===== config.mk =====
export PLATFORM = sky130hd
export DESIGN_NAME = bsd_decoder
export DESIGN_NICKNAME = d
export VERILOG_FILES = /design/src/include/bsd_pkg.sv /design/src/hw/bsd_decoder.sv
export SDC_FILE = /design/constraint.sdc
export NUM_CORES = 1
export LEC_CHECK = 0
export ABC_AREA = 1
export BUFFER_PORTS_ARGS = -buffer_cell sky130_fd_sc_hd__buf_2
export CAP_MARGIN = 20
export CELL_PAD_IN_SITES_DETAIL_PLACEMENT = 2
export CELL_PAD_IN_SITES_GLOBAL_PLACEMENT = 2
export CORE_ASPECT_RATIO = 1.1
export CORE_MARGIN = 5
export CORE_UTILIZATION = 23
export DETAILED_ROUTE_END_ITERATION = 10
export PLACE_DENSITY = 0.73
export REMOVE_ABC_BUFFERS = 1
export SLEW_MARGIN = 20
export SYNTH_ARGS = -nofsm -noshare
export SYNTH_HDL_FRONTEND = slang
export SYNTH_SLANG_ARGS = --single-unit
export TNS_END_PERCENT = 30

===== constraint.sdc =====
create_clock -name CLK_I -period 1 [get_ports CLK_I]
set_input_delay 0.05 -clock CLK_I [delete_from_list [all_inputs] [get_ports CLK_I]]
set_output_delay 0.05 -clock CLK_I [all_outputs]
set_load 0.1 [all_outputs]

===== src/include/bsd_pkg.sv =====
// Package for the bank-select I/O decoder: offsets, groups, targets, bus carrier.
// Assumes the host bus is sampled synchronously on the system clock.
package bsd_pkg;

  localparam int ADDR_W = 8;
  localparam int DATA_W = 8;
  localparam int BASE_W = 5;

  // Port offsets inside the eight-port window
  localparam logic [2:0] OFF_0 = 3'h0;
  localparam logic [2:0] OFF_1 = 3'h1;
  localparam logic [2:0] OFF_2 = 3'h2;
  localparam logic [2:0] OFF_3 = 3'h3;
  localparam logic [2:0] OFF_4 = 3'h4;
  localparam logic [2:0] OFF_5 = 3'h5;
  localparam logic [2:0] OFF_6 = 3'h6;
  localparam logic [2:0] OFF_BANK_CHOICE = 3'h7;

  // Field positions of the bank_choice write data
  localparam int BANK_LSB = 0;
  localparam int BANK_MSB = 1;

  // Value after reset of bank_choice: group zero, a safe default
  localparam logic [1:0] BANK_RESET = 2'h0;

  typedef enum logic [1:0] {
    BSD_GRP_MISC = 2'b00,
    BSD_GRP_SER1 = 2'b01,
    BSD_GRP_SER2 = 2'b10,
    BSD_GRP_SER3 = 2'b11
  } bsd_group_t;

  // Register targets in group zero
  typedef enum logic [3:0] {
    BSD_T_NONE     = 4'b0000,
    BSD_T_PRN_STAT = 4'b0001,
    BSD_T_FLAGS    = 4'b0010,
    BSD_T_CLK      = 4'b0011,
    BSD_T_PAR_DATA = 4'b0100,
    BSD_T_IRQ0     = 4'b0101,
    BSD_T_IRQ1     = 4'b0110,
    BSD_T_PRN_OUT0 = 4'b0111,
    BSD_T_PRN_OUT1 = 4'b1000,
    BSD_T_PAR_CTRL = 4'b1001
  } bsd_target_t;

  // Host I/O cycle as seen by the board
  typedef struct packed {
    logic rd;
    logic wr;
    logic [ADDR_W-1:0] addr;
    logic [DATA_W-1:0] wdata;
  } bsd_io_req_t;

  // Select strobes handed to the peripherals
  typedef struct packed {
    logic [3:0] misc_rd;
    logic [3:0] misc_wr;
    logic [2:0] ser_rd;
    logic [2:0] ser_wr;
    logic [2:0] reg_idx;
    logic clk_irq_clr;
  } bsd_sel_t;

endpackage : bsd_pkg


===== src/hw/bsd_decoder.sv =====
// Bank-select I/O port decoder: window match, group register, select strobes.
// Assumes host RD/WR strobes are one-cycle pulses synchronous to CLK_I.
`timescale 1ns/1ns
module bsd_decoder #(
  parameter int BASE_W = bsd_pkg::BASE_W
) (
  input wire logic CLK_I,
  input wire logic NRST_I,
  input wire logic [BASE_W-1:0] ADDRESS_SWITCH_BANK_ON_I,
  input wire bsd_pkg::bsd_io_req_t IO_REQ_I,
  output bsd_pkg::bsd_sel_t SEL_O,
  output logic [1:0] BANK_O,
  output logic HIT_O
);

  ////////////////////////////////////////////////////////////////////////////
  // Window match

  logic [1:0] bank_choice_r;
  logic [1:0] bank_choice_nxt;
  bsd_pkg::bsd_sel_t sel_r;
  bsd_pkg::bsd_sel_t sel_nxt;
  logic hit_r;

  wire [BASE_W-1:0] base_bits = ~ADDRESS_SWITCH_BANK_ON_I;
  wire [BASE_W-1:0] addr_hi = IO_REQ_I.addr[bsd_pkg::ADDR_W-1 -: BASE_W];
  wire window_hit = (addr_hi == base_bits);
  wire [2:0] offset = IO_REQ_I.addr[2:0];
  wire cyc_rd = window_hit & IO_REQ_I.rd;
  wire cyc_wr = window_hit & IO_REQ_I.wr;
  wire is_choice = (offset == bsd_pkg::OFF_BANK_CHOICE);
  wire choice_wr = cyc_wr & is_choice;
  wire body_rd = cyc_rd & ~is_choice;
  wire body_wr = cyc_wr & ~is_choice;
  wire in_misc = (bank_choice_r == bsd_pkg::BSD_GRP_MISC);

  ////////////////////////////////////////////////////////////////////////////
  // Target mapping

  // Group zero read target for an offset; offset six reads nothing
  function automatic bsd_pkg::bsd_target_t misc_rd_target(input logic [2:0] off);
    bsd_pkg::bsd_target_t t;
    t = bsd_pkg::BSD_T_NONE;
    if (off == bsd_pkg::OFF_0) begin
      t = bsd_pkg::BSD_T_PRN_STAT;
    end else if (off == bsd_pkg::OFF_1) begin
      t = bsd_pkg::BSD_T_FLAGS;
    end else if (off == bsd_pkg::OFF_2) begin
      t = bsd_pkg::BSD_T_CLK;
    end else if (off == bsd_pkg::OFF_3) begin
      t = bsd_pkg::BSD_T_PAR_DATA;
    end else if (off == bsd_pkg::OFF_4) begin
      t = bsd_pkg::BSD_T_IRQ0;
    end else if (off == bsd_pkg::OFF_5) begin
      t = bsd_pkg::BSD_T_IRQ1;
    end
    return t;
  endfunction : misc_rd_target

  function automatic bsd_pkg::bsd_target_t misc_wr_target(input logic [2:0] off);
    bsd_pkg::bsd_target_t t;
    t = bsd_pkg::BSD_T_NONE;
    if (off == bsd_pkg::OFF_0) begin
      t = bsd_pkg::BSD_T_PRN_OUT0;
    end else if (off == bsd_pkg::OFF_1) begin
      t = bsd_pkg::BSD_T_PRN_OUT1;
    end else if (off == bsd_pkg::OFF_2) begin
      t = bsd_pkg::BSD_T_CLK;
    end else if (off == bsd_pkg::OFF_3) begin
      t = bsd_pkg::BSD_T_PAR_DATA;
    end else if (off == bsd_pkg::OFF_4) begin
      t = bsd_pkg::BSD_T_IRQ0;
    end else if (off == bsd_pkg::OFF_5) begin
      t = bsd_pkg::BSD_T_IRQ1;
    end else if (off == bsd_pkg::OFF_6) begin
      t = bsd_pkg::BSD_T_PAR_CTRL;
    end
    return t;
  endfunction : misc_wr_target

  // Target code, forced to zero when no cycle is taken
  function automatic logic [3:0] tgt_strobe(input bsd_pkg::bsd_target_t t, input logic en);
    logic [3:0] s;
    s = 4'h0;
    if (en && t != bsd_pkg::BSD_T_NONE) begin
      s = t;
    end
    return s;
  endfunction : tgt_strobe

  wire bsd_pkg::bsd_target_t rd_tgt = misc_rd_target(offset);
  wire bsd_pkg::bsd_target_t wr_tgt = misc_wr_target(offset);
  wire [3:0] misc_rd_code = tgt_strobe(rd_tgt, body_rd & in_misc);
  wire [3:0] misc_wr_code = tgt_strobe(wr_tgt, body_wr & in_misc);

  // Serial element writes land only at offsets 0, 1, 3 and 4
  wire ser_wr_ok = (offset == bsd_pkg::OFF_0) | (offset == bsd_pkg::OFF_1) |
                   (offset == bsd_pkg::OFF_3) | (offset == bsd_pkg::OFF_4);
  wire [2:0] ser_onehot = (bank_choice_r == bsd_pkg::BSD_GRP_SER1) ? 3'h1 :
                          (bank_choice_r == bsd_pkg::BSD_GRP_SER2) ? 3'h2 :
                          (bank_choice_r == bsd_pkg::BSD_GRP_SER3) ? 3'h4 : 3'h0;
  wire [2:0] ser_rd = body_rd ? ser_onehot : 3'h0;
  wire [2:0] ser_wr = (body_wr & ser_wr_ok) ? ser_onehot : 3'h0;
  wire clk_clr = body_rd & in_misc & (offset == bsd_pkg::OFF_2);

  // Group register holds until the next offset-seven write
  assign bank_choice_nxt = choice_wr ?
    IO_REQ_I.wdata[bsd_pkg::BANK_MSB:bsd_pkg::BANK_LSB] : bank_choice_r;

  always_comb begin
    sel_nxt = '0;
    sel_nxt.misc_rd = misc_rd_code;
    sel_nxt.misc_wr = misc_wr_code;
    sel_nxt.ser_rd = ser_rd;
    sel_nxt.ser_wr = ser_wr;
    sel_nxt.reg_idx = offset;
    sel_nxt.clk_irq_clr = clk_clr;
  end

  ////////////////////////////////////////////////////////////////////////////
  // Registers

  always_ff @(posedge CLK_I or negedge NRST_I) begin
    if (!NRST_I) begin
      bank_choice_r <= bsd_pkg::BANK_RESET;
      sel_r <= '0;
      hit_r <= 1'b0;
    end else begin
      bank_choice_r <= bank_choice_nxt;
      sel_r <= sel_nxt;
      hit_r <= cyc_rd | cyc_wr;
    end
  end

  assign SEL_O = sel_r;
  assign BANK_O = bank_choice_r;
  assign HIT_O = hit_r;

endmodule : bsd_decoder


Word level (Yosys, flattened, before mapping)

Cells that the tools add are included.

Eq/ne operators: 11
Mux-type cells: 20
Bitwise operators: 15
Reductions and logical operators: 6

Operators by type and width:

| cell                                                 | count |
|---|---|
| two-way mux 4 bit                                    | 10 |
| two-way mux 3 bit                                    | 10 |
| equality test 3 bit (second input constant)          | 4 |
| bitwise AND 1 bit                                    | 9 |
| nonzero test 4 bit                                   | 2 |
| equality test 3 x 2 -> 1 bit (second input constant) | 2 |
| equality test 5 bit                                  | 1 |
| inverter 5 bit                                       | 1 |
| equality test 2 bit (second input constant)          | 2 |
| bitwise OR 1 bit                                     | 4 |
| equality test 3 x 1 -> 1 bit (second input constant) | 1 |
| logical NOT 3 bit                                    | 1 |
| equality test 2 x 1 -> 1 bit (second input constant) | 1 |
| logical AND 1 bit                                    | 2 |
| logical NOT 2 bit                                    | 1 |
| inverter 1 bit                                       | 1 |

Register bits after elaboration: 21
Bits of input ports: 25
Output and inout bits: 21
Word-level logic and storage cells: 60

Logic depth before layout (Yosys ltp)

Gate-level depths: netlist of the first run.

Word-level depth: 11
Depth in mapped cells: 8
Mapped depth without buffers: 8

Worst setup path before layout of the first run

Ideal clock, no wire load.

Kind: register to register
Start point: reg bank_choice_r[1] (netlist: BANK_O[1])
End point: reg sel_r (netlist bit SEL_O[5])
Setup time: 73 ps
Data arrival time: 1457 ps
Data required time: 927 ps
Setup slack: -530 ps
Stages on the path, launching flop included: 4
Buffers on the path: 0
Clock period less this slack: 1530 ps
Cells stage by stage: dfrtp_1 inv_1 or2_2 nor2_1

Longest elaborated chain between the ends: 4
Elaborated cells on any way between the ends: 5
Those cells by class: eq/ne: 2; mux: 3

RTL lines:

| what                   | line               | text |
|---|---|---|
| start, declared        | bsd_decoder.sv:19  | `logic [1:0] bank_choice_r;` |
| start signal, assigned | bsd_decoder.sv:125 | `bank_choice_r <= bsd_pkg::BANK_RESET;` |
| start signal, assigned | bsd_decoder.sv:129 | `bank_choice_r <= bank_choice_nxt;` |
| equality test 2 bit    | bsd_decoder.sv:100 | `(bank_choice_r == bsd_pkg::BSD_GRP_SER2) ? 3'h2 :` |
| two-way mux 3 bit      | bsd_decoder.sv:100 |  |
| two-way mux 3 bit *    | bsd_decoder.sv:99  | `wire [2:0] ser_onehot = (bank_choice_r == bsd_pkg::BSD_GRP_SER1) ? 3'h1 :` |
| two-way mux 3 bit *    | bsd_decoder.sv:103 | `wire [2:0] ser_wr = (body_wr & ser_wr_ok) ? ser_onehot : 3'h0;` |
| named net ser_wr[1]    | bsd_decoder.sv:103 |  |
| end signal, assigned   | bsd_decoder.sv:130 | `sel_r <= sel_nxt;` |
| end, declared          | bsd_decoder.sv:21  | `bsd_pkg::bsd_sel_t sel_r;` |

The timed path passes the listed nets; every way through them passes the cells marked *.
A chain may end at the register's enable or synchronous reset.

Final worst setup path of the first run

Start point: reg bank_choice_r[0] (netlist: BANK_O[0])
End point: reg sel_r (netlist bit SEL_O[12])

Longest elaborated chain between the ends: 4

RTL lines:

| what                      | line              | text |
|---|---|---|
| logical NOT 2 bit         | bsd_decoder.sv:35 | `wire in_misc = (bank_choice_r == bsd_pkg::BSD_GRP_MISC);` |
| bitwise AND 1 bit         | bsd_decoder.sv:94 | `wire [3:0] misc_wr_code = tgt_strobe(wr_tgt, body_wr & in_misc);` |
| logical AND 1 bit         | bsd_decoder.sv:85 | `if (en && t != bsd_pkg::BSD_T_NONE) begin` |
| two-way mux 4 bit         | bsd_decoder.sv:85 |  |
| named net misc_wr_code[2] | bsd_decoder.sv:94 |  |

The timed path passes the listed nets, and every way through them passes these cells.

==> results of run 1 <==
-- synth_stat cells --
library cell and number:
o21ai_0 4, nand3_2 1, o21a_1 1, nand4_1 4, or2_2 1, nor3_1 1
nand2_1 21, inv_1 15, dfrtp_1 20, xor2_1 1, conb_1 1, buf_4 1
nand3_1 7, nor2_1 19, nor2_4 1
-- cells in the final DEF (no fill, tap or decap) --
cell type / netlist / final
o21a_1: 1 / 1
nor2_1: 19 / 15
nand3_1: 7 / 6
buf_2: 0 / 18
conb_1: 1 / 1
nand3_2: 1 / 1
nor3_1: 1 / 1
o21ai_0: 4 / 4
bufinv_16: 0 / 1
nand3_4: 0 / 1
or2_2: 1 / 1
inv_1: 15 / 14
dfrtp_1: 20 / 18
buf_12: 0 / 20
dfrtp_2: 0 / 2
nor2_2: 0 / 3
buf_6: 0 / 2
nor2_4: 1 / 2
clkbuf_8: 0 / 3
xor2_1: 1 / 1
dlygate4sd3_1: 0 / 4
inv_2: 0 / 1
nand2_1: 21 / 21
nand4_1: 4 / 4
-- per-stage QoR --
| step | hold WS [ns] | utilization (%) | instance area (µm²) |
|---|---|---|---|
| CTS | 0.04165 | 42.92 | 1544 |
| global route | 0.04228 | 43.27 | 1556 |
| floorplan | -0.2456 | - | 839.6 |
| detailed placement | 0.01955 | 39.13 | 1408 |
| global placement | -0.0003133 | 39.13 | 1408 |
| finish | 0.05086 | 43.27 | 1556 |
-- what timing repair did --
item / CTS / global route
hold endpoints to repair: 23 / 0
resized for setup: 7 / 5
pin swaps: 2 / 1
setup endpoints to repair: 10 / 17
hold buffers: 4 / 0
-- sequential cells by signal, indices dropped and copies added, names as in the netlist --
register / cells
BANK_O: 2
SEL_O: 17
HIT_O: 1
-- layer usage --
metal	track usage [%]	vias to the layer above
li1	-	393
met5	0	-
met1	15.72	409
met3	2.446	4
met4	7.285	0
met2	25.08	31
-- how the worst min path moves through the flow --
stage                start        end  cells past startpoint
2_1_floorplan       NRST_I  BANK_O[0]                      0
3_3_place_gp        NRST_I  SEL_O[12]                      1
3_5_place_dp        NRST_I  SEL_O[12]                      1
4_1_cts        IO_REQ_I[8]  SEL_O[10]                      2
5_1_grt        IO_REQ_I[8]  SEL_O[10]                      2
6_report       IO_REQ_I[0]  BANK_O[0]                      3
-- layout make-up --
| class | instances | area (µm²) |
|---|---|---|
| clock buffers | 3 | 41.29 |
| clock inverters | 1 | 30.03 |
| fillers | 374 | 2041 |
| inverters | 15 | 56.30 |
| multi-input cells | 62 | 310.3 |
| flip-flops and latches | 20 | 503.0 |
| well taps | 50 | 62.56 |
| repair buffers | 44 | 553.0 |
-- power groups by stage --
stage / clock, mW / sequential [mW] / combinational [mW]
finish: 0.817 / 0.838 / 0.388
global route: 0.881 / 0.841 / 0.418
floorplan: 0 / 0.950 / 0.0910
global placement: 0 / 0.852 / 0.344
detailed placement: 0 / 0.853 / 0.360
CTS: 0.830 / 0.837 / 0.388
-- worst reg2reg max path: cells and delay by family (launching register included) --
family	cells	cell delay, ns
buf+inv	1	0.12
flops	1	0.44
simple gates	4	0.44
-- cell families after synthesis --
logic type / Yosys count / share of synthesized area, %
other cells: 1 / 0.4427
simple gates: 55 / 28.66
flops: 20 / 59.08
compound gates: 5 / 3.250
xor+xnor: 1 / 1.034
buf+inv: 16 / 7.533
==> summary.md, run 1 <==
| Metric | Value |
|---|---|
| Hold Vio Cnt, Final | 0 |
| Via count | 837 |
| Logic pwr share | between 10% and 20% |
| Failing checks | setup timing |
| FP Rows | 23 |
| Setup TNS | -0.5635 ns |
| Die X | 67.86 µm |
| Nets | ~170 |
| Die Area | 4998 µm² |
| Total CTS buffers | 3 |
| CP max stage cell | dfrtp_2 |
| Synth Instances | 98 |
| Internal power | 1.488 mW |
| Largest area contributor in the netlist | dfrtp_1 |
| Tot GR Track Use | between 10% and 20% |
| R2R cell count | 5 |
| Vias in the first global route | 983 |
| IO buf count | 38 |
| Clock Latency Late Sink | 0.26 ns |
| WL met1 | 1199 µm |
| Critical path endpoint | SEL_O[12] |
| Clock Power Share | 40.0% |
| Final ANT Viol Nets | 0 |
| Antenna violations before repair | 0 |
| Yosys warns | 0 |
| Clk sinks | 20 |
| Finish-stage setup viols | 10 |
| Share of layout cells above drive strength 1 | 37.93% |
| GP Congestion | 0.7062 |
| H-Tree Depth | 1 |
| Clock skew | 0.005286 ns |
| Synth Register Bits | 20 |
| Via density | 4.292 |
| Crit-path max FO | 4 |
| Peak VDD IR | 529.3 µV |
| Detailed placement HPWL | 2302 µm |
| Fmax | 918.4 MHz |
| Met2 routed WL | 1716 µm |
| Critical path class | reg -> reg |
| Sequential area share after synthesis | between 50% and 60% |
| Pleak | ~0.77 nW |
| Met3 wire length | 185 µm |
| Slew Viols, Final | 0 |
| Max-cap violations | 0 |
| Crit path max-delay family | flip-flops |
| CP bufs+invs | 1 |
| Drt pass-1 iters | 2 |
| GRT Residual Overflow | 0 |
| CP startpoint | BANK_O[0] |
| Avg Inst Size Synth | 8.643 µm² |
| Yosys cell types | 15 |
| Initial DRC Count | 15 |
| Reg2Reg Setup Slack | -0.09 ns |
| Switching share of power | approximately 27% |
| Largest net degree at the start of global routing | 21 |
| Pre-CTS setup slack | -0.1380 ns |
| Highest metal used | met4 |
| Detailed-route DRC error count | 0 |
| WP data arrival | 1.28 ns |
| Clock Tree Buf Depth | 2 |
| Ant. Diodes | 0 |
| Reg clk slew, reported paths | 0.08 ns |
| Placed Cells | 187 |
| Crit path launch type | flip-flop |
| Total power | 2.043 mW |
| Hold WC Path Type | in -> reg |
| Core area | 3597 µm² |
| Final WL | 3175 µm |
| Worst setup margin | -0.08880 ns |
| RSZ-0062 raised after global routing | yes |
| Period minus WS final | roughly 1.1 ns |
| Share of the clock period used by the worst path | 108.9% |
| P per Cell Area | 1313 nW/µm² |
| Crit. path cell count | 5 |
| Synth area leaders | dfrtp_1 (59%), nand2_1 (9.3%), nor2_1 (8.4%) |
| Sequential share of power | 41.0% |
| CTS tree | done |
| Top cell type's share of synthesized area | 59.08% |
| Root buffer cell | clkbuf_8 |
| Critical Path, Cell by Cell | nor2_1, nand2_1, inv_2, nand3_4, nor2_1 |
| Post-CTS setup repair buffer count | 0 |
| Die Y-Extent | 73.65 µm |
| Status | finished with violations |
| Per-cell routed wire length | roughly 16 µm |
| Crit-path max cell delay | ~0.44 ns |
| NetSw | 555.5 µW |
| First-pass GRT wire length | 5099 µm |
| Worst Path Required | 1.19 ns |
| R2r endpoint | SEL_O[12] |
| Initial core utilization | 23.55% |
| Synth-to-layout area growth | 83.75% |
| Worst flop-to-flop path startpoint | BANK_O[0] |
| I/O pin cnt | 46 |
| Syn Std Cell Area | 847.1 µm² |
| CP Capture Type | flip-flop |
| Fin cells | 195 |
| Worst path most repeated cell | nor2_1 |
(Power assumes the default switching activity.)
==> run 2, diff against run 1 <==
==> constraint.sdc (replaced) <==
create_clock -name CLK_I -period 1 [get_ports CLK_I]
set_input_delay 0.1 -clock CLK_I [delete_from_list [all_inputs] [get_ports CLK_I]]
set_output_delay 0.1 -clock CLK_I [all_outputs]
set_load 0.1 [all_outputs]
==> run 2 against run 1 <==
  * The flow still finishes with violations (setup timing)
  * First-iteration DRC count is 53% higher
  * Combinational power about the same
  * Worst setup slack better by 0.0028 ns
  * Largest power group unchanged
==> summary.md, run 2 (synthesis results as in run 1) <==
| Metric | Value |
|---|---|
| Period minus WS final | 1.086 ns (was 1.089 ns) |
| Clock Latency Late Sink | 0.26 ns (about the same) |
| NetSw | 546.9 µW (was 555.5 µW) |
| Total CTS buffers | 3 (unchanged) |
| Via count | 828 (was 837) |
| Fillers | 377 (was 374) |
| Commonest cells after routing, fill and taps aside | nand2_1 (21), dfrtp_1 (20), buf_12 (20), buf_2 (18), nor2_1 (15) (was nand2_1 (21), buf_12 (20), dfrtp_1 (18), buf_2 (18), nor2_1 (15)) |
| IO buf count | 38 (unchanged) |
| Status | finished with violations (unchanged) |
| Antenna violations before repair | 0 (unchanged) |
| WP data arrival | 1.27 ns (was 1.28 ns) |
| Most common cell after layout, fill and taps aside | nand2_1 (unchanged) |
| P per Cell Area | 1315 nW/µm² (was 1313 nW/µm²) |
| Largest net degree at the start of global routing | 21 (unchanged) |
| FP Rows | 23 (unchanged) |
| Drt pass-1 iters | 4 (was 2) |
| Slew Viols, Final | 0 (unchanged) |
| Synth-to-layout area growth | 82.57% (was 83.75%) |
| Tot GR Track Use | 13.92% (was 14.07%) |
| Peak VDD IR | 515.7 µV (was 529.3 µV) |
| Pleak | 0.7794 nW (was 0.7732 nW) |
| Clk sinks | 20 (unchanged) |
| Nets | 171 (unchanged) |
| Max-cap violations | 0 (unchanged) |
| Fmax | 920.8 MHz (was 918.4 MHz) |
| Logic pwr share | 19.1% (was 19.0%) |
| RSZ-0062 raised after global routing | yes (unchanged) |
| Setup TNS | -0.7305 ns (was -0.5635 ns) |
| Die Y-Extent | 73.65 µm (unchanged) |
| Sequential share of power | 41.1% (was 41.0%) |
| Core Util, Final | 42.99% (was 43.27%) |
| First-pass GRT wire length | 5071 µm (was 5099 µm) |
| CP Capture Type | flip-flop (unchanged) |
| Finish-stage setup viols | 12 (was 10) |
| Crit-path max FO | 4 (unchanged) |
| Crit path launch type | flip-flop (unchanged) |
| Vias in the first global route | 990 (was 983) |
| Die Area | 4998 µm² (unchanged) |
| Clock skew | 0.006699 ns (was 0.005286 ns) |
| Share of the clock period used by the worst path | 108.6% (was 108.9%) |
| Clock Power Share | 39.8% (was 40.0%) |
| Largest register FFs | 17 (unchanged) |
| Clock Tree Buf Depth | 2 (unchanged) |
| H-Tree Depth | 1 (unchanged) |
| Placed inst area | 1408 µm² (unchanged) |
| Share of layout cells above drive strength 1 | 38.62% (was 37.93%) |
| Critical path class | reg -> reg (unchanged) |
| Area occupied by multi-input gates | 310.3 µm² (unchanged) |
| Post-route cell area | 1546 µm² (was 1556 µm²) |
| GP Congestion | 0.7062 (unchanged) |
| Worst Path Required | 1.19 ns (about the same) |
| Hold WS | 0.01343 ns (was 0.05086 ns) |
| Final WL | 3025 µm (was 3175 µm) |
| Register area | 500.5 µm² (was 503.0 µm²) |
| CTS tree | done (unchanged) |
| Via density | 4.246 (was 4.292) |
| Final ANT Viol Nets | 0 (unchanged) |
| Initial core utilization | 23.55% (unchanged) |
| Core area | 3597 µm² (unchanged) |
| Hold Vio Cnt, Final | 0 (unchanged) |
| Ant. Diodes | 0 (unchanged) |
| I/O pin cnt | 46 (unchanged) |
| Detailed-route DRC error count | 0 (unchanged) |
| Per-cell routed wire length | 15.51 µm (was 16.28 µm) |
| Root buffer cell | clkbuf_8 (unchanged) |
| Detailed placement HPWL | 2302 µm (unchanged) |
| Hold WC Path Type | in -> reg (unchanged) |
| Die X | 67.86 µm (unchanged) |
| Internal power | 1.487 mW (was 1.488 mW) |
| Failing checks | setup timing (unchanged) |
| Worst setup margin | -0.08596 ns (was -0.08880 ns) |
| Pre-CTS setup slack | -0.1880 ns (was -0.1380 ns) |
| Initial DRC Count | 23 (was 15) |
| Reg clk slew, reported paths | 0.08 ns (about the same) |
| Switching share of power | 26.88% (was 27.19%) |
| GRT Residual Overflow | 0 (unchanged) |
## run 2: cell types whose count changed in the layout (fill, tap and decap cells not counted)
cell	delta
dlygate4sd3_1	-3
buf_4	+3
dfrtp_1	+2
dfrtp_2	-2
## run 2: what timing repair did
item                       CTS  global route
gates resized for setup      7             3
setup endpoints to repair   10            17
hold endpoints to repair    20             0
pin swaps                    4             1
hold buffers                 1             0
buffers inserted             2             1
## run 2: cell type report
| class | count | share of cell area, % |
|---|---|---|
| clock buffer | 3 | 2.670 |
| timing repair buffer | 44 | 35.28 |
| multi-input combinational | 62 | 20.06 |
| sequential | 20 | 32.36 |
| inverter | 15 | 3.641 |
| clock inverter | 1 | 1.942 |
| tap | 50 | 4.045 |
## run 2: worst paths after layout
kind	from	slack, ns	end	cells after the start
max	BANK_O[1]	-0.09	SEL_O[12]	5
min	IO_REQ_I[9]	0.01	SEL_O[2]	1
max reg2reg	BANK_O[1]	-0.09	SEL_O[12]	5
min reg2reg	BANK_O[1]	0.57	BANK_O[1]	2
max in group asynchronous	NRST_I	0.37	SEL_O[11]	2
min in group asynchronous	NRST_I	0.31	SEL_O[3]	2
## run 2: routing by layer
layer | wire length, µm | vias to the layer above | global-route usage (%)
met2 | 1611 | 33 | 25.08
met4 | 65 | 0 | 6.623
li1 | - | 394 | -
met1 | 1149 | 397 | 15.55
met5 | 0 | - | 0
met3 | 199 | 4 | 2.446
## run 2: worst max-delay path: stages (launching register included)
cell and delay (ns):
dfrtp_1 0.43, nor2_1 0.13, nand2_1 0.07, inv_2 0.11, nand3_4 0.13, nor2_1 0.13
## run 2: power groups by stage
stage / clock network, mW / logic, mW / registers [mW]
global route: 0.867 / 0.421 / 0.837
CTS: 0.830 / 0.387 / 0.835
finish: 0.810 / 0.389 / 0.836
floorplan: 0 / 0.0910 / 0.950
global placement: 0 / 0.344 / 0.852
detailed placement: 0 / 0.360 / 0.853
## run 2: stage by stage
| stage | cells | power [mW] |
|---|---|---|
| final | 195 | 2.034 |
| after global routing | 195 | 2.125 |
| after CTS | 194 | 2.052 |
| after detailed placement | 187 | 1.212 |
| after global placement | 187 | 1.195 |
| after floorplan | 97 | 1.042 |
==> run 3, diff against run 2 <==
- ABC_AREA: 1 -> unset
- CORE_UTILIZATION: 23 -> 25
==> run 3 against run 2 <==
  * The run still ends with setup timing left
  * Final cell count decreased by 19%
  * Wire length decreased by 13%
  * Clock-buffer cell count unchanged
  * Critical path depth decreased by 3
  * Die area decreased by 7.9%
  * Sequential cell count unchanged
  * Synthesized area decreased by 1.3%
  * Clock skew decreased by 0.0022 ns
  * Hold slack improved by 0.018 ns
  * Synthesized cell count decreased by 28%
  * Utilization increased by 3.5 points
  * Critical endpoint is now SEL_O[14]
  * Highest routed layer unchanged
==> summary.md, run 3 <==
| Metric | Value |
|---|---|
| Drt pass-1 iters | 3 (was 4) |
| R2r endpoint | SEL_O[14] (was SEL_O[12]) |
| Detailed placement HPWL | 2153 µm (was 2302 µm) |
| H-Tree Depth | 1 (unchanged) |
| Share of the clock period used by the worst path | 121.9% (was 108.6%) |
| Hold Path Stages | 2 (was 1) |
| Tot GR Track Use | 12.54% (was 13.92%) |
| R2R cell count | 2 (was 5) |
| Initial DRC Count | 17 (was 23) |
| Critical path class | reg -> reg (unchanged) |
| Die X | 65.13 µm (was 67.86 µm) |
| First-pass GRT wire length | 4381 µm (was 5071 µm) |
| Xor and xnor area share after synthesis | 2.096% (was 1.034%) |
| GRT Residual Overflow | 0 (unchanged) |
| Synth Instances | 71 (was 98) |
| Clock Tree Buf Depth | 2 (unchanged) |
| Share of layout cells above drive strength 1 | 55.74% (was 38.62%) |
| Slew Viols, Final | 0 (unchanged) |
| Nets | 149 (was 171) |
| Max-cap violations | 0 (unchanged) |
| Total power | 1.702 mW (was 2.034 mW) |
| Crit-path max cell delay | 0.56 ns (was 0.43 ns) |
| Largest area contributor in the netlist | dfrtp_1 (unchanged) |
| Post-synthesis compound-gate area fraction | 6.886% (was 3.250%) |
| Critical Path, Cell by Cell | or4b_4, nor3b_2 (was nor2_1, nand2_1, inv_2, nand3_4, nor2_1) |
| Post-route cell area | 1524 µm² (was 1546 µm²) |
| Finish-stage setup viols | 13 (was 12) |
| Hold path start | IO_REQ_I[1] (was IO_REQ_I[9]) |
| FP Rows | 22 (was 23) |
| CP startpoint | BANK_O[1] (unchanged) |
| Crit-path max FO | 4 (unchanged) |
| Synth area leaders | dfrtp_1 (60%), nor2_1 (4.9%), nor3_1 (3.0%) (was dfrtp_1 (59%), nand2_1 (9.3%), nor2_1 (8.4%)) |
| Placed inst area | 1428 µm² (was 1408 µm²) |
| Adder-Cell Fraction of Synth Area | 0% (unchanged) |
| Vias in the first global route | 947 (was 990) |
| Core area | 3276 µm² (was 3597 µm²) |
| Hold WC Path Type | in -> reg (unchanged) |
| Largest net degree at the start of global routing | 21 (unchanged) |
| Peak VDD IR | 461.3 µV (was 515.7 µV) |
| Worst flop-to-flop path startpoint | BANK_O[1] (unchanged) |
| Commonest cells after routing, fill and taps aside | dfrtp_1 (20), buf_12 (20), buf_2 (18), nor2_1 (10), buf_4 (9) (was nand2_1 (21), dfrtp_1 (20), buf_12 (20), buf_2 (18), nor2_1 (15)) |
| Pleak | 0.7158 nW (was 0.7794 nW) |
| Worst Path Required | 1.23 ns (was 1.19 ns) |
| Via density | 4.880 (was 4.246) |
| Hold WS | 0.03184 ns (was 0.01343 ns) |
| Avg Inst Size Synth | 11.77 µm² (was 8.643 µm²) |
| Post-synth EDFFs | 0 (unchanged) |
| Final ANT Viol Nets | 0 (unchanged) |
| Status | finished with violations (unchanged) |
| RSZ-0062 raised after global routing | yes (unchanged) |
| Top-count cell post-synth | dfrtp_1 (was nand2_1) |
| Per-cell routed wire length | 16.66 µm (was 15.51 µm) |
| IO buf count | 38 (unchanged) |
| Reg clk slew, reported paths | 0.11 ns (was 0.08 ns) |
| Largest register FFs | 17 (unchanged) |
| Ant. Diodes | 0 (unchanged) |
| Yosys warns | 0 (unchanged) |
| Failing checks | setup timing (unchanged) |
| Initial core utilization | 25.52% (was 23.55%) |
| Clock skew | 0.004496 ns (was 0.006699 ns) |
| CTS tree | done (unchanged) |
| Hold Vio Cnt, Final | 0 (unchanged) |
| Clk sinks | 20 (unchanged) |
| Die Y-Extent | 70.64 µm (was 73.65 µm) |
| P per Cell Area | 1117 nW/µm² (was 1315 nW/µm²) |
| Clock Latency Late Sink | 0.30 ns (was 0.26 ns) |
| CP max stage cell | or4b_4 (was dfrtp_1) |
| Final WL | 2633 µm (was 3025 µm) |
| WP data arrival | 1.45 ns (was 1.27 ns) |
| Post-synthesis mux area share | 2.695% (was 0%) |
| Detailed-route DRC error count | 0 (unchanged) |
| Post-synthesis simple-gate area fraction | 25.30% (was 28.66%) |
| GP Congestion | 0.6829 (was 0.7062) |
| Syn Std Cell Area | 835.8 µm² (was 847.1 µm²) |
| Via count | 771 (was 828) |
| Worst setup margin | -0.2188 ns (was -0.08596 ns) |
| Reg2Reg Setup Slack | -0.22 ns (was -0.09 ns) |
| CP Capture Type | flip-flop (unchanged) |
| I/O pin cnt | 46 (unchanged) |
| Fin cells | 158 (was 195) |
| Top cell type's share of synthesized area | 59.88% (was 59.08%) |
| Worst Hold Endpoint | BANK_O[1] (was SEL_O[2]) |
| Crit path launch type | flip-flop (unchanged) |
| Sequential area share after synthesis | 59.88% (was 59.08%) |
| Largest family of logic cells by synthesized area | simple AND/OR/NAND/NOR gates (unchanged) |
| Period minus WS final | 1.219 ns (was 1.086 ns) |
| Synth-to-layout area growth | 82.34% (was 82.57%) |
| Placed Cells | 153 (was 187) |
| Yosys cell types | 28 (was 15) |
| Synth top cells by count | dfrtp_1 (20), nor2_1 (11), nand2_1 (6), nor3_1 (5) (was nand2_1 (21), dfrtp_1 (20), nor2_1 (19), inv_1 (15), nand3_1 (7)) |
| Antenna violations before repair | 0 (unchanged) |
| Asr flop ratio synth | 100.0% (unchanged) |
| Setup TNS | -1.475 ns (was -0.7305 ns) |
| Total CTS buffers | 3 (unchanged) |
| Die Area | 4601 µm² (was 4998 µm²) |
| Ys flop type | dfrtp_1 (unchanged) |
| Synth Register Bits | 20 (unchanged) |
| Fmax | 820.5 MHz (was 920.8 MHz) |
| Root buffer cell | clkbuf_4 (was clkbuf_8) |
run 3: changes by cell type after synthesis, moves of 2 or more:
cell,delta
o21ai_0,-4
mux2_2,+2
a21oi_1,+3
inv_1,-14
nand2_1,-15
nand3_1,-6
nor3_1,+4
nor2_1,-8
run 3: area by class of cell:
cell class,count,area (µm²)
clock buffers,3,22.52
fillers,332,1752
inverters,1,3.754
multi-input cells,48,361.6
flip-flops and latches,20,500.5
well taps,36,45.04
repair buffers,50,590.6
run 3: per-stage QoR:
stage / setup slack (ns) / util [%]
2_1_floorplan: -0.6982 / -
3_3_place_gp: -0.4047 / 43.58
3_5_place_dp: -0.4807 / 43.58
4_1_cts: -0.2340 / 45.11
5_1_grt: -0.2618 / 46.52
6_report: -0.2188 / 46.52
run 3: metal layers:
metal	part of all wire, %	track usage, %
met1	35	13.02
met2	56	22.73
met3	6.0	3.016
met4	3.3	7.143
met5	0	0
run 3: what timing repair did:
| item | 4_1_cts | 5_1_grt |
|---|---|---|
| setup endpoints to repair | 17 | 31 |
| hold endpoints to repair | 20 | 0 |
| gates resized for setup | 3 | 9 |
| buffers inserted | 0 | 1 |
| pin swaps | 4 | 4 |
| hold buffers | 1 | 0 |
run 3: how the worst max path moves through the flow:
stage,to,cells after the start
2_1_floorplan,SEL_O[14],2
3_3_place_gp,SEL_O[14],5
3_5_place_dp,SEL_O[14],5
4_1_cts,SEL_O[14],2
5_1_grt,SEL_O[14],2
6_report,SEL_O[14],2
run 3: kinds of logic (layout without fill, tap and decap cells):
logic type,after synthesis,after routing
muxes,2,2
xor gates and xnor gates,2,2
AOI/OAI and AO/OA,8,8
and+or+nand+nor,35,35
DFF,20,20
other,1,1
buffers and inverters,3,54
run 3: where the power goes:
part / internal [mW] / switching [mW] / total (mW)
logic: 0.187 / 0.297 / 0.484
clock network: 0.141 / 0.236 / 0.377
registers: 0.826 / 0.0151 / 0.841
total: 1.15 / 0.549 / 1.70
run 3: worst max-delay path: cells and delay by family (launching register included):
| kind | cells | cell delay, ns |
|---|---|---|
| flops | 1 | 0.41 |
| simple gates | 2 | 0.74 |
